**config.mk**
```make
export PLATFORM = sky130hd
export DESIGN_NAME = pfdc_port_ctrl
export DESIGN_NICKNAME = d
export VERILOG_FILES = /design/src/hdl/pfdc_pkg.sv /design/src/hdl/pfdc_pin_mux.sv /design/src/hdl/pfdc_port_ctrl.sv
export VERILOG_INCLUDE_DIRS = /design/src /design/src/hdl
export SDC_FILE = /design/constraint.sdc
export NUM_CORES = 1
export LEC_CHECK = 0
export BUFFER_PORTS_ARGS = -buffer_cell sky130_fd_sc_hd__buf_2
export CORE_MARGIN = 1
export CORE_UTILIZATION = 44
export CTS_BUF_LIST = sky130_fd_sc_hd__clkbuf_4 sky130_fd_sc_hd__clkbuf_8 sky130_fd_sc_hd__clkbuf_16
export CTS_CLUSTER_SIZE = 40
export DETAILED_ROUTE_END_ITERATION = 10
export GPL_ROUTABILITY_DRIVEN = 0
export GPL_TIMING_DRIVEN = 0
export HOLD_SLACK_MARGIN = 0.15
export PLACE_DENSITY = 0.82
export RECOVER_POWER = 25
export SLEW_MARGIN = 30
export SYNTH_ARGS = -nofsm -noshare
export SYNTH_HDL_FRONTEND = slang
export SYNTH_SLANG_ARGS = --single-unit
```
**constraint.sdc**
```tcl
create_clock -name sys_clk -period 2 [get_ports sys_clk]
set_input_delay 0.2 -clock sys_clk [delete_from_list [all_inputs] [get_ports sys_clk]]
set_output_delay 0.2 -clock sys_clk [all_outputs]
set_load 0.1 [all_outputs]
```
**src/hdl/pfdc_defines.svh**
```systemverilog
// Constants for the port pin function and drive control block
`ifndef PFDC_DEFINES_SVH
`define PFDC_DEFINES_SVH
`define PFDC_IDX_ALTFN     8'h02
`define PFDC_IDX_OPENDRAIN 8'h03
`define PFDC_IDX_HIDRIVE   8'h04
`define PFDC_RST_ALTFN     8'h00
`define PFDC_RST_OPENDRAIN 8'h00
`define PFDC_RST_HIDRIVE   8'h00
`define PFDC_RST_INDEX     8'h00
`define PFDC_RD_ZERO       8'h00
`define PFDC_RST_PINS      8'h00
`endif

```
**src/hdl/pfdc_pkg.sv**
```systemverilog
// Types for the port pin function and drive control block
package pfdc_pkg;
    typedef struct packed {
        logic [7:0] index;
        logic [7:0] altFunc;
        logic [7:0] openDrain;
        logic [7:0] hiDrive;
        logic [7:0] rdData;
    } pfdc_regs_t;

    typedef struct packed {
        logic [7:0] padOut;
        logic [7:0] padOe;
        logic [7:0] padHi;
    } pfdc_pins_t;
endpackage : pfdc_pkg

```
**src/hdl/pfdc_pin_mux.sv**
```systemverilog
// Per-pin source selection and drive shaping
`timescale 1ns/1ns
`default_nettype none
module pfdc_pin_mux (
    // Selection
    input  wire logic [7:0] alt_func_bits,
    input  wire logic [7:0] open_drain_bits,
    input  wire logic [7:0] hiDriveBits,
    // Port side
    input  wire logic [7:0] pin_direction_bit,
    input  wire logic [7:0] portOut,
    // Peripheral side
    input  wire logic [7:0] periphOut,
    input  wire logic [7:0] periphOe,
    // Pad side
    output logic      [7:0] padOut,
    output logic      [7:0] padOe,
    output logic      [7:0] padHi
);
    genvar i;
    generate
        for (i = 0; i < 8; i++) begin : g_pin
            logic srcOut;
            logic srcOe;
            // Direction bit high means input, as on the port
            assign srcOut = alt_func_bits[i] ? periphOut[i] : portOut[i]; // RULE1 RULE2
            assign srcOe  = alt_func_bits[i] ? periphOe[i] : ~pin_direction_bit[i]; // RULE1 RULE2
            assign padOut[i] = srcOut;
            // Open drain only ever pulls low, after the source mux
            assign padOe[i]  = srcOe & ~(open_drain_bits[i] & srcOut); // RULE4 RULE5
            assign padHi[i]  = hiDriveBits[i]; // RULE7
        end
    endgenerate
endmodule : pfdc_pin_mux
`default_nettype wire

```
**src/hdl/pfdc_port_ctrl.sv**
```systemverilog
// Functional notes
// [RULE1] Alternate bit clear: normal port pin, direction from direction bit.
// [RULE2] Alternate bit set: peripheral controls the pin.
// [RULE3] Index 03H routes control accesses to the open-drain sub-register.
// [RULE4] Open-drain bit set disables the high driver; clear drives normally.
// [RULE5] Open-drain bits act at pins regardless of alternate function.
// [RULE6] Index 04H routes control accesses to the high-drive sub-register.
// [RULE7] High-drive bit set selects high-current drive, alternate pins included.
// [RULE8] Reset clears all open-drain bits, giving push-pull drive.
`timescale 1ns/1ns
`default_nettype none
`include "pfdc_defines.svh"
module pfdc_port_ctrl (
    // Clock and reset
    input  wire logic       sys_clk,
    input  wire logic       rst,
    // Register access
    input  wire logic       addrWr,
    input  wire logic       ctrlWr,
    input  wire logic       ctrlRd,
    input  wire logic [7:0] wrData,
    output logic      [7:0] rdData,
    output logic      [7:0] portIndex,
    // Port data path
    input  wire logic [7:0] pin_direction_bit,
    input  wire logic [7:0] portOut,
    // Peripheral data path
    input  wire logic [7:0] periphOut,
    input  wire logic [7:0] periphOe,
    // Pads
    output logic      [7:0] padOut,
    output logic      [7:0] padOe,
    output logic      [7:0] padHi,
    // Settings as seen by other logic
    output logic      [7:0] alt_func_bits,
    output logic      [7:0] open_drain_bits
);
    pfdc_pkg::pfdc_regs_t regs_ff;
    pfdc_pkg::pfdc_regs_t nxt_regs;
    pfdc_pkg::pfdc_pins_t pins_ff;
    pfdc_pkg::pfdc_pins_t nxt_pins;
    logic [7:0]           muxOut;
    logic [7:0]           muxOe;
    logic [7:0]           muxHi;

    pfdc_pin_mux u_mux (
        .alt_func_bits     (regs_ff.altFunc),
        .open_drain_bits   (regs_ff.openDrain),
        .hiDriveBits       (regs_ff.hiDrive),
        .pin_direction_bit (pin_direction_bit),
        .portOut           (portOut),
        .periphOut         (periphOut),
        .periphOe          (periphOe),
        .padOut            (muxOut),
        .padOe             (muxOe),
        .padHi             (muxHi)
    );

    always_comb begin
        nxt_regs = regs_ff;
        nxt_pins.padOut = muxOut;
        nxt_pins.padOe  = muxOe;
        nxt_pins.padHi  = muxHi;
        if (addrWr) begin
            nxt_regs.index = wrData;
        end
        // Indexed write lands one cycle after the index is held
        if (ctrlWr) begin
            if (regs_ff.index == `PFDC_IDX_ALTFN) begin
                nxt_regs.altFunc = wrData;
            end else if (regs_ff.index == `PFDC_IDX_OPENDRAIN) begin
                nxt_regs.openDrain = wrData; // RULE3
            end else if (regs_ff.index == `PFDC_IDX_HIDRIVE) begin
                nxt_regs.hiDrive = wrData; // RULE6
            end
        end
        if (ctrlRd) begin
            if (regs_ff.index == `PFDC_IDX_ALTFN) begin
                nxt_regs.rdData = regs_ff.altFunc;
            end else if (regs_ff.index == `PFDC_IDX_OPENDRAIN) begin
                nxt_regs.rdData = regs_ff.openDrain; // RULE3
            end else if (regs_ff.index == `PFDC_IDX_HIDRIVE) begin
                nxt_regs.rdData = regs_ff.hiDrive; // RULE6
            end else begin
                nxt_regs.rdData = `PFDC_RD_ZERO;
            end
        end
    end

    always_ff @(posedge sys_clk or posedge rst) begin
        if (rst) begin
            regs_ff.index     <= `PFDC_RST_INDEX;
            regs_ff.altFunc   <= `PFDC_RST_ALTFN;
            regs_ff.openDrain <= `PFDC_RST_OPENDRAIN; // RULE8
            regs_ff.hiDrive   <= `PFDC_RST_HIDRIVE;
            regs_ff.rdData    <= `PFDC_RD_ZERO;
            pins_ff.padOut    <= `PFDC_RST_PINS;
            pins_ff.padOe     <= `PFDC_RST_PINS;
            pins_ff.padHi     <= `PFDC_RST_PINS;
        end else begin
            regs_ff <= nxt_regs;
            pins_ff <= nxt_pins;
        end
    end

    assign rdData          = regs_ff.rdData;
    assign portIndex       = regs_ff.index;
    assign alt_func_bits   = regs_ff.altFunc;
    assign open_drain_bits = regs_ff.openDrain;
    assign padOut          = pins_ff.padOut;
    assign padOe           = pins_ff.padOe;
    assign padHi           = pins_ff.padHi;

    // Per-pin checks, so every pin and not only pin 0 is watched
    genvar j;
    generate
        for (j = 0; j < 8; j++) begin : g_pin_chk

        end
    endgenerate
endmodule : pfdc_port_ctrl
`default_nettype wire
```
### Word level (Yosys, flattened, before mapping)

Cells that the tools add are included.

| storage, ports and cells | value |
|---|---|
| bits in registers | 64 |
| bits in latches | 0 |
| memory bits (writable) | 0 |
| bits in read-only memories | 0 |
| output and inout bits | 56 |
| logic and storage cells | 67 |
| memories kept | 0 |

| operators by class | value |
|---|---|
| add/subtract/negate cells | 0 |
| multipliers | 0 |
| divide/modulo/power cells | 0 |
| order comparisons | 0 |
| eq/ne operators | 3 |
| shift operators | 0 |
| multiplexer cells | 19 |
| bitwise logic cells | 34 |
| reduce and logical (&&, ||, !) cells | 3 |

Operators by type and width:

| operator | count |
|---|---|
| 8-bit two-way mux | 3 |
| 1-bit NOT | 18 |
| 1-bit AND | 16 |
| 8-bit by 2-bit equality test with 1-bit output (second input constant) | 2 |
| 1-bit two-way mux | 16 |
| 8-bit by 3-bit equality test with 1-bit output (second input constant) | 1 |
| 4-bit AND reduction | 1 |
| 3-bit AND reduction | 1 |
| 2-bit AND reduction | 1 |

### Logic depth before layout (Yosys ltp)

Gate-level depths: netlist (run 1).

| logic depth | value |
|---|---|
| depth after elaboration | 4 |
| gate-level depth with buffers | 6 |
| gate-level depth less buffers | 3 |

### Hierarchy

Synthesis (run 1) repeated with hierarchy kept, for this count alone.

| unflattened totals | value |
|---|---|
| cell total of the unflattened synthesis | 230 |
| area, all modules | 3,095.5 um^2 |

Modules (own cells, without submodules):

| module | instances | cells each | area each (um^2) | seq. area each (um^2) |
|---|---|---|---|---|
| pfdc_port_ctrl | 1 | 182 | 2,655.0 | 1,601.5 |
| pfdc_pin_mux | 1 | 48 | 440.4 | 0.0 |

### Worst setup path after synthesis (run 1)

OpenSTA, ideal clock, no wires.

| timing | value |
|---|---|
| kind | register -> register |
| start point | reg regs_ff (netlist bit portIndex[1]) |
| end point | reg regs_ff (netlist bit alt_func_bits[0]) |
| arrival | 2.379 ns |
| data required time | 1.874 ns |
| setup slack | -0.505 ns |
| cell stages (with the launch flop) | 6 |
| path buffers | 2 |
| clock period less this slack | 2.505 ns |
| cell sequence | dfrtp_1 or2b_1 clkbuf_1 or4b_4 buf_6 mux2_4 |

| between the ends | value |
|---|---|
| cells in the longest elaborated chain, start to end | 2 |

Ends and longest elaborated chain:

| element | line | source |
|---|---|---|
| start: declaration | pfdc_port_ctrl.sv:38 | `pfdc_pkg::pfdc_regs_t regs_ff;` |
| start signal: assignment | pfdc_port_ctrl.sv:101 | `regs_ff <= nxt_regs;` |
| 8-bit by 2-bit equality test with 1-bit output (no line) | -- |  |
| 2-bit AND reduction (no line) | -- |  |

No other way between the ends.
A chain may end at the register's enable or synchronous reset.

### Worst setup path in the final report (run 1)

| timing | value |
|---|---|
| start point | reg regs_ff (netlist bit portIndex[3]) |
| end point | reg regs_ff (netlist bit alt_func_bits[6]) |

Same word-level chain as after synthesis.

==> summary.md, run 1 <==
| Metric | Value |
|---|---|
| Worst EP required | 2230 ps |
| Maximum vdd drop | 0.6818 mV |
| Die Wd | 80.95 um |
| Fmax | 484.2 MHz |
| Final setup fails | 16 |
| Crit path max fanout | 8 |
| Netlist cell types | 23 |
| Initial Utilization | 46.05% |
| Die ar. | 6553 sq um |
| Least-Margin Pin Slew | 1228 ps |
| Setup ws final | -65.39 ps |
| Clock latency on the worst-skew pair | 350 ps |
| Drt total wl | 7281 um |
| Final hold viol count | 0 |
| Number of max-cap violations | 0 |
| Post-synthesis adder-cell area fraction | 0% |
| First-pass GRT wire length | 11,280 um |
| Port Buf Inserts | 99 |
| Critical path class | flop to flop |
| Placed cells | 390 |
| Bufs on Longest Clock Path | 2 |
| Leak Pwr | 1.994 nW |
| Core area | 5956 sq um |
| Diode count | 0 |
| Worst hold slack | 156.4 ps |
| Antenna violations before repair | 0 |
| Synth Area in Simple Gates | 9.033% |
| Seq cells post-synth | 64 |
| Fillcell total | 471 |
| Slowest cell on crit path | or4_4 |
| Clock Skew | 10.64 ps |
| Min Clock Period, post-route | 2065 ps |
| Total chip power | 0.004366 W |
| Run status | complete, but fails checks |
| I/O pins | 101 |
| Post-synthesis mux area share | 17.11% |
| CP endpoint kind | flop |
| CTS buffer count | 9 |
| Power density cells | 1076 nW/um^2 |
| WL/cell | 16.22 um |
| Critical path launch point type | flop |
| Net switching share of the total power | 40.41% |
| Tcrit/Tclk final | 103.3% |
| Via Count | 2,330 |
| Sequential area share after synthesis | 58.39% |
| Failing checks | negative setup slack |
| Largest net degree at the start of global routing | 35 |
| Post-route insts no fill | 449 |
| Arrival time at the worst endpoint | 2290 ps |
| Syn nets | 260 |
| Slew headroom | 18.04% |
| Reg clk slew, reported paths | 80 ps |
| H-tree depth reported by CTS | 3 |
| Iter 0 DRT Violations | 121 |
| Pre-antenna DRT Iters | 4 |
| Hold crit path type | input pin to flop |
| Largest family of logic cells by synthesized area | multiplexers |
| Cell count after synthesis | 215 |
| Number of global-route vias before repair | 2,355 |
| XOR/XNOR Fraction of Synth Area | 0% |
| Final Util | 68.15% |
| RSZ-0062 raised after global routing | true |
| Worst slack, placed | -363.2 ps |
| Share of layout cells above drive strength 1 | 46.52% |
| Psw | 0.001764 W |
| Root Buffer | clkbuf_8 |
| Gate power share | 34.2% |
| Cell area after synthesis | 2743 sq um |
| Tot GR Track Use | 23.53% |
| DIE HEIGHT | 80.95 um |
| DRC viols | 0 |
| Compound-Gate Fraction of Synth Area | 10.77% |
| Nets | 414 |
| CTS tree | done |
| # rows | 28 |
| Internal | 0.002602 W |
| Clock tree sinks | 64 |
| Vias/cell | 5.189 |
| Crit-path cells | or4_4 > or4b_4 > buf_12 > mux2_4 |
| Seq pwr share | 35.5% |
| Clk pwr share | 30.3% |
| ANT nets after route | 0 |
| P&R area growth vs syn | 47.99% |
| Mean Syn Cell Area | 12.76 sq um |
| Worst path max stage delay | 540 ps |
| HPWL after DPL | 4437 um |
| Yosys warnings | 0 |
| Final Max Slew Viols | 0 |
| Grt total ovfl | 0 |
repair_timing:
action                                  CTS  global route
hold endpoints to repair                 74             0
gates resized for setup                   9             4
setup buffers                            10             0
pin swaps                                 2             2
hold buffers                             35             0
endpoints found under the setup margin   24            16
routing by layer:
metal  global-route usage [%]  part of all wire, %
met2                    38.57                   50
met1                    28.53                   42
met3                    6.404                  6.4
met4                    11.61                  2.1
met5                        0                    0
final cells by class:
| class | count | area (sq um) | share of cell area (%) |
|---|---|---|---|
| Inverter | 18 | 67.56 | 1.665 |
| Multi-Input combinational cell | 121 | 1042 | 25.68 |
| Buffer | 11 | 80.08 | 1.973 |
| Timing Repair Buffer | 144 | 930.9 | 22.93 |
| Sequential cell | 64 | 1610 | 39.67 |
| Clock buffer | 9 | 123.9 | 3.052 |
| Tap cell | 75 | 93.84 | 2.312 |
| Clock inverter | 7 | 110.1 | 2.713 |
worst max-delay path: cells and delay by family, from the launching register on:
family,cells,cell delay (ps)
buffers and inverters,1,170
DFF,1,420
and+or+nand+nor,2,1050
muxes,1,290
cell usage in the layout, fill, tap and decap left out, types with 8 or more instances in the layout:
cell type,synthesis,final
clkbuf_8,0,9
nor4b_1,8,8
buf_2,1,97
clkbuf_1,8,10
o21a_1,8,8
mux2_2,31,23
o32ai_1,8,8
a21oi_1,24,24
mux2_4,8,16
inv_1,18,18
dfrtp_1,64,57
nor2_1,8,8
dlygate4sd3_1,0,35
o21ai_0,9,9
nand3b_1,9,9
cell usage after synthesis, drive strengths merged:
cell	count	area (sq um)
dfrtp	64	1602
o21a	8	60.06
nor2	8	30.03
nor2b	1	6.260
buf	4	31.27
clkbuf	8	30.03
or2b	1	7.510
o21ai	9	45.04
a21oi	24	120.1
nor4b	9	93.84
o32ai	8	70.07
nand3b	9	67.56
or4b	1	13.76
nand2	1	3.750
or4	1	11.26
nor3b	1	7.510
inv	18	67.56
mux2	39	469.2
nand2b	1	6.260
cells by family after synthesis:
kind of cell | after synthesis
buffers and inverters | 30
AO/OA/AOI/OAI | 49
multiplexers | 39
flip-flops | 64
AND/OR/NAND/NOR | 33
path summary, 6_finish.rpt:
| check | slack [ps] | end | startpoint | cells after the start |
|---|---|---|---|---|
| worst max-delay path | -70 | alt_func_bits[6] | portIndex[3] | 4 |
| worst min-delay path | 160 | padOe[6] | pin_direction_bit[6] | 4 |
| worst max register to register | -70 | alt_func_bits[6] | portIndex[3] | 4 |
| min in group asynchronous | 720 | padOut[1] | rst | 3 |
| max in group asynchronous | 450 | portIndex[0] | rst | 3 |
| worst min register to register | 400 | padHi[4] | regs_ff[12] | 0 |
state kept, by name, indices dropped and copies added, names as in the netlist:
| name | cells |
|---|---|
| regs_ff | 8 |
| open_drain_bits | 8 |
| padOe | 8 |
| rdData | 8 |
| padOut | 8 |
| portIndex | 8 |
| padHi | 8 |
| alt_func_bits | 8 |
power by group through the flow:
stage,registers (W),logic (W),clock network [W]
3_3_place_gp,0.00156,0.00138,0
3_5_place_dp,0.00157,0.00140,0
4_1_cts,0.00154,0.00150,0.00134
5_1_grt,0.00157,0.00155,0.00139
2_1_floorplan,0.00243,0.000270,0
6_report,0.00155,0.00149,0.00132
through the flow:
step	area, sq um	setup TNS (ps)
after floorplan	2771	-5253
after global routing	4059	-1349
after detailed placement	3383	-4362
after CTS	4076	-816.4
after global placement	3361	-38790
final	4059	-715.4
Power figures use the tool's default switching activity.
==> run 2: changes to the inputs <==
--- a/config.mk
+++ b/config.mk
@@ -6,7 +6,7 @@
 export SDC_FILE = /design/constraint.sdc
 export NUM_CORES = 1
 export LEC_CHECK = 0
-export BUFFER_PORTS_ARGS = -buffer_cell sky130_fd_sc_hd__buf_2
+export BUFFER_PORTS_ARGS = -buffer_cell sky130_fd_sc_hd__buf_4
 export CORE_MARGIN = 1
 export CORE_UTILIZATION = 44
 export CTS_BUF_LIST = sky130_fd_sc_hd__clkbuf_4 sky130_fd_sc_hd__clkbuf_8 sky130_fd_sc_hd__clkbuf_16
@@ -17,7 +17,7 @@
 export HOLD_SLACK_MARGIN = 0.15
 export PLACE_DENSITY = 0.82
 export RECOVER_POWER = 25
-export SLEW_MARGIN = 30
+export SLEW_MARGIN = 0
 export SYNTH_ARGS = -nofsm -noshare
 export SYNTH_HDL_FRONTEND = slang
 export SYNTH_SLANG_ARGS = --single-unit
==> run 2 against run 1 <==
The flow still finishes with violations (negative setup slack). Global-route usage rose by 0.31 points. Sequential share of layout area fell by 2.3 points. Design area rose by 6.3%. Routed wire length rose by 1.8%. Clock-buffer cell count rose by 6. Via count rose by 1.3%. Register-to-register slack barely moved. Hold slack improved by 15 ps. Critical path type unchanged.
==> summary.md, run 2 (synthesis results as in run 1) <==
| Metric | Value |
|---|---|
| Pre-antenna DRT Iters | 4 |
| Reg clk slew, reported paths | 70 ps |
| Worst hold slack | 171.4 ps |
| HPWL after DPL | 4486 um |
| Leak Pwr | 2.057 nW |
| Maximum vdd drop | 0.7321 mV |
| Clock Skew | 10.24 ps |
| Routed length on met3 | 593 um |
| Failing checks | negative setup slack |
| # rows | 28 |
| Antenna violations before repair | 0 |
| Tot GR Track Use | 23.84% |
| Via Count | 2,360 |
| Run status | complete, but fails checks |
| Hold crit path type | input pin to flop |
| Nets | 420 |
| Final Max Slew Viols | 0 |
| Critical path class | flop to flop |
| Power density cells | 970.1 nW/um^2 |
| DRT met1 WL | 2896 um |
| Final setup fails | 16 |
| Multi-input logic area | 1042 sq um |
| Worst slack, placed | -386.3 ps |
| Bufs on Longest Clock Path | 2 |
| CTS buffer count | 9 |
| RSZ-0062 raised after global routing | true |
| Sequential Area | 1612 sq um |
| P&R area growth vs syn | 57.25% |
| Most frequent cells in the layout | buf_4, dfrtp_1, dlygate4sd3_1 |
| Number of max-cap violations | 0 |
| DRC viols | 0 |
| Setup ws final | -60.72 ps |
| Arrival time at the worst endpoint | 2280 ps |
| Area post-placement | 3628 sq um |
| Drt total wl | 7412 um |
| Least-Margin Pin Slew | 1233 ps |
| H-tree depth reported by CTS | 3 |
| Clock tree sinks | 64 |
| Iter 0 DRT Violations | 116 |
| Largest net degree at the start of global routing | 34 |
| ANT nets after route | 0 |
| Fmax | 485.3 MHz |
| Vias/cell | 5.187 |
| Slew headroom | 17.68% |
| Crit path max fanout | 8 |
| First-pass GRT wire length | 11,400 um |
| CTS tree | done |
| Grt total ovfl | 0 |
| CP endpoint kind | flop |
| WL/cell | 16.29 um |
| Fillcell total | 418 |
| Diode count | 0 |
| Die Wd | 80.95 um |
| Tcrit/Tclk final | 103.0% |
| Core area | 5956 sq um |
| I/O pins | 101 |
| Total chip power | 0.004184 W |
| Min Clock Period, post-route | 2061 ps |
| Met2 WL | 3768 um |
| Worst EP required | 2220 ps |
| Share of layout cells above drive strength 1 | 46.05% |
| DIE HEIGHT | 80.95 um |
| Max Used Layer | met4 |
| Final hold viol count | 0 |
| Die ar. | 6553 sq um |
| Final instance area | 4313 sq um |
| Port Buf Inserts | 99 |
| Number of global-route vias before repair | 2,412 |
| Clock latency on the worst-skew pair | 340 ps |
| Root Buffer | clkbuf_8 |
| Commonest non-fill, non-tap cell in the layout | buf_4 |
| Final Util | 72.42% |
| Critical path launch point type | flop |
| Initial Utilization | 46.05% |
run 2: changes by cell type in the layout (fill, tap and decap cells not counted), sizes merged:
cell,change
dlygate4sd3,+4
buf,-1
clkinv,-3
bufinv,-3
clkbuf,+9
run 2: final timing paths:
check | startpoint | endpoint | slack (ps) | cells past startpoint
min | pin_direction_bit[7] | padOe[7] | 170 | 4
max in group asynchronous | rst | portIndex[0] | 420 | 3
min reg2reg | regs_ff[12] | padHi[4] | 410 | 0
max | portIndex[3] | alt_func_bits[7] | -60 | 4
max reg2reg | portIndex[3] | alt_func_bits[7] | -60 | 4
min in group asynchronous | rst | alt_func_bits[1] | 760 | 3
run 2: repair_timing:
| item | CTS | global route |
|---|---|---|
| gates resized for setup | 11 | 3 |
| hold buffers | 39 | 0 |
| setup buffers | 9 | 2 |
| pin swaps | 2 | 2 |
| hold endpoints to repair | 79 | 0 |
| endpoints found under the setup margin | 24 | 17 |
run 2: final cells by class:
type                            count  share of cell area [%]
Multi-Input combinational cell    121                   24.17
Tap cell                           75                   2.176
Sequential cell                    64                   37.37
Timing Repair Buffer              149                   28.31
Clock inverter                      1                  0.1160
Buffer                             12                   2.089
Clock buffer                       15                   4.207
Inverter                           18                   1.567
run 2: worst max-delay path, cell delays in order, from the launching register on:
cell	delay, ps
dfrtp_2	410
or4_4	560
or4b_4	510
buf_12	170
mux2_4	290
run 2: metrics by stage:
| stage | std cells | TNS [ps] |
|---|---|---|
| floorplan | 215 | -5253 |
| global placement | 389 | -40250 |
| detailed placement | 390 | -4768 |
| CTS | 454 | -806.7 |
| global route | 455 | -1676 |
| finish | 455 | -689.1 |
run 2: power by group:
group          leakage, nW  internal [W]  switching (W)
logic                 1.14      0.000460        0.00115
registers            0.812       0.00143       0.000117
clock network        0.101      0.000572       0.000448
total                 2.06       0.00247        0.00172
run 2: metal layers:
metal	vias to the layer above	GRT usage, %
li1	1088	-
met2	100	39.66
met3	16	9.438
met1	1156	27.72
met4	0	8.750
met5	-	0
==> run 3: changes to the inputs <==
--- a/config.mk
+++ b/config.mk
@@ -8,14 +8,14 @@
 export LEC_CHECK = 0
 export BUFFER_PORTS_ARGS = -buffer_cell sky130_fd_sc_hd__buf_4
 export CORE_MARGIN = 1
-export CORE_UTILIZATION = 44
-export CTS_BUF_LIST = sky130_fd_sc_hd__clkbuf_4 sky130_fd_sc_hd__clkbuf_8 sky130_fd_sc_hd__clkbuf_16
+export CORE_UTILIZATION = 46
+export CTS_BUF_LIST = sky130_fd_sc_hd__clkbuf_4 sky130_fd_sc_hd__clkbuf_8
 export CTS_CLUSTER_SIZE = 40
 export DETAILED_ROUTE_END_ITERATION = 10
 export GPL_ROUTABILITY_DRIVEN = 0
 export GPL_TIMING_DRIVEN = 0
 export HOLD_SLACK_MARGIN = 0.15
-export PLACE_DENSITY = 0.82
+export PLACE_DENSITY = 0.85
 export RECOVER_POWER = 25
 export SLEW_MARGIN = 0
 export SYNTH_ARGS = -nofsm -noshare
==> run 3 against run 2 <==
Highest routed layer unchanged. Maximum frequency is essentially flat. Global-route usage grew 0.91 points. Register-to-register slack is essentially flat. Via count shrank 0.51%. Sequential share of layout area grew 0.11 points. The flow still finishes with violations (negative setup slack). Routed wire length grew 0.30%. Critical path type unchanged. Combinational power is essentially flat. Final cell count shrank 1.8%.
==> summary.md, run 3 (synthesis results as in run 1) <==
| Metric | Value |
|---|---|
| Run status | complete, but fails checks |
| Failing checks | negative setup slack |
| Via Count | 2,348 |
| Critical path class | flop to flop |
| Final Max Slew Viols | 0 |
| ANT nets after route | 0 |
| Clock tree sinks | 64 |
| DIE HEIGHT | 79.22 um |
| H-tree depth reported by CTS | 3 |
| Hold crit path type | input pin to flop |
| Crit path max fanout | 8 |
| Final hold viol count | 0 |
| Worst slack, placed | -339.4 ps |
| Reg clk slew, reported paths | 70 ps |
| Arrival time at the worst endpoint | 2280 ps |
| Psw | 0.001775 W |
| Slowest cell on crit path | or4_4 |
| Diode count | 0 |
| Critical path launch point type | flop |
| Setup TNS | -395.6 ps |
| Die ar. | 6275 sq um |
| Tcrit/Tclk final | 102.9% |
| Final setup fails | 14 |
| Number of max-cap violations | 0 |
| Number of global-route vias before repair | 2,354 |
| # rows | 27 |
| WL/cell | 16.63 um |
| First-pass GRT wire length | 11,470 um |
| Clock Skew | 10.66 ps |
| DRC viols | 0 |
| CTS buffer count | 9 |
| Net switching share of the total power | 40.34% |
| Slew headroom | 46.46% |
| CP endpoint kind | flop |
| Clock latency on the worst-skew pair | 340 ps |
| Gate power share | 36.3% |
| RSZ-0062 raised after global routing | true |
| Clk pwr share | 28.4% |
| Fmax | 485.7 MHz |
| Root Buffer | clkbuf_8 |
| Initial Utilization | 48.61% |
| Die Wd | 79.22 um |
| Post-route insts no fill | 447 |
| Grt total ovfl | 0 |
| Power density cells | 1024 nW/um^2 |
| I/O pins | 101 |
| Worst EP required | 2220 ps |
| Internal | 0.002625 W |
| P&R area growth vs syn | 56.66% |
| CTS tree | done |
| Commonest non-fill, non-tap cell in the layout | buf_4 |
| Placed cells | 387 |
| Core area | 5642 sq um |
| Antenna violations before repair | 0 |
| HPWL after DPL | 4566 um |
| Vias/cell | 5.253 |
| Setup ws final | -58.99 ps |
| Drt total wl | 7434 um |
| Bufs on Longest Clock Path | 2 |
| Crit-path cells | or4_4 > or4b_4 > buf_12 > mux2_4 |
| Most frequent cells in the layout | buf_4, dfrtp_1, dlygate4sd3_1 |
| Least-Margin Pin Slew | 802.3 ps |
| Port Buf Inserts | 99 |
| Min Clock Period, post-route | 2059 ps |
| Iter 0 DRT Violations | 229 |
| Leak Pwr | 2.045 nW |
| Pre-antenna DRT Iters | 4 |
| Maximum vdd drop | 0.7179 mV |
| Worst path max stage delay | 560 ps |
| Tot GR Track Use | 24.76% |
| Largest net degree at the start of global routing | 44 |
| Seq pwr share | 35.3% |
| Nets | 415 |
| Share of layout cells above drive strength 1 | 46.13% |
[run 3: cell count changes in the layout (fill, tap and decap cells not counted), sizes merged]
cell | previous run | this run
dlygate4sd3 | 39 | 34
buf | 109 | 107
clkbuf | 28 | 26
clkinvlp | 0 | 2
bufinv | 0 | 2
[run 3: worst max-delay path, delay by kind of cell, from the launching register on]
kind,cells,cell delay (ps)
buffers and inverters,1,170
DFF,1,410
muxes,1,290
and+or+nand+nor,2,1070
[run 3: metal layers]
layer  vias up  part of all wire (%)  track usage (%)
li1       1075                     -                -
met3        12                   8.7            6.782
met4         0                   1.6            10.73
met2       107                    50            40.26
met5         -                     0                0
met1      1154                    39            30.87
[run 3: area by class of cell]
| class | count | area (sq um) |
|---|---|---|
| Sequential cell | 64 | 1610 |
| Fill cell | 370 | 1345 |
| Timing Repair Buffer | 144 | 1171 |
| Multi-Input combinational cell | 121 | 1042 |
| Clock buffer | 11 | 145.1 |
| Buffer | 12 | 90.09 |
| Tap cell | 72 | 90.09 |
| Clock inverter | 5 | 80.08 |
| Inverter | 18 | 67.56 |
[run 3: power groups by stage]
stage	logic [W]	clock network [W]	registers [W]
after CTS	0.00159	0.00126	0.00155
after detailed placement	0.00150	0	0.00157
after floorplan	0.000270	0	0.00243
after global routing	0.00165	0.00132	0.00157
after global placement	0.00148	0	0.00157
final	0.00160	0.00125	0.00155
[run 3: what timing repair did]
action                                 CTS  global route
resized for setup                        4             8
buffers inserted                         9             1
endpoints found under the hold margin   67             0
setup endpoints to repair               24            22
hold buffers                            34             0
pin swaps                                2             0
[run 3: final timing paths]
| check | depth (start not counted) | start | endpoint | slack [ps] |
|---|---|---|---|---|
| hold reg to reg | 0 | regs_ff[8] | padHi[0] | 400 |
| hold / removal | 3 | periphOe[1] | padOe[1] | 160 |
| setup / recovery | 4 | portIndex[6] | alt_func_bits[0] | -60 |
| max in group asynchronous | 4 | rst | portIndex[6] | 250 |
| min in group asynchronous | 3 | rst | padOut[3] | 570 |
| setup reg to reg | 4 | portIndex[6] | alt_func_bits[0] | -60 |
[run 3: per-stage QoR]
| stage | utilization (%) | power (W) | hold WS (ps) | cell area (sq um) |
|---|---|---|---|---|
| finish | 76.16 | 0.004401 | 157.1 | 4297 |
| global route | 76.16 | 0.004540 | 165.8 | 4297 |
| CTS | 75.96 | 0.004399 | 153.2 | 4285 |
| detailed placement | 64.25 | 0.003074 | 254.7 | 3625 |
| global placement | 63.89 | 0.003046 | 389.1 | 3605 |
| floorplan | - | 0.002702 | 316.7 | 2771 |
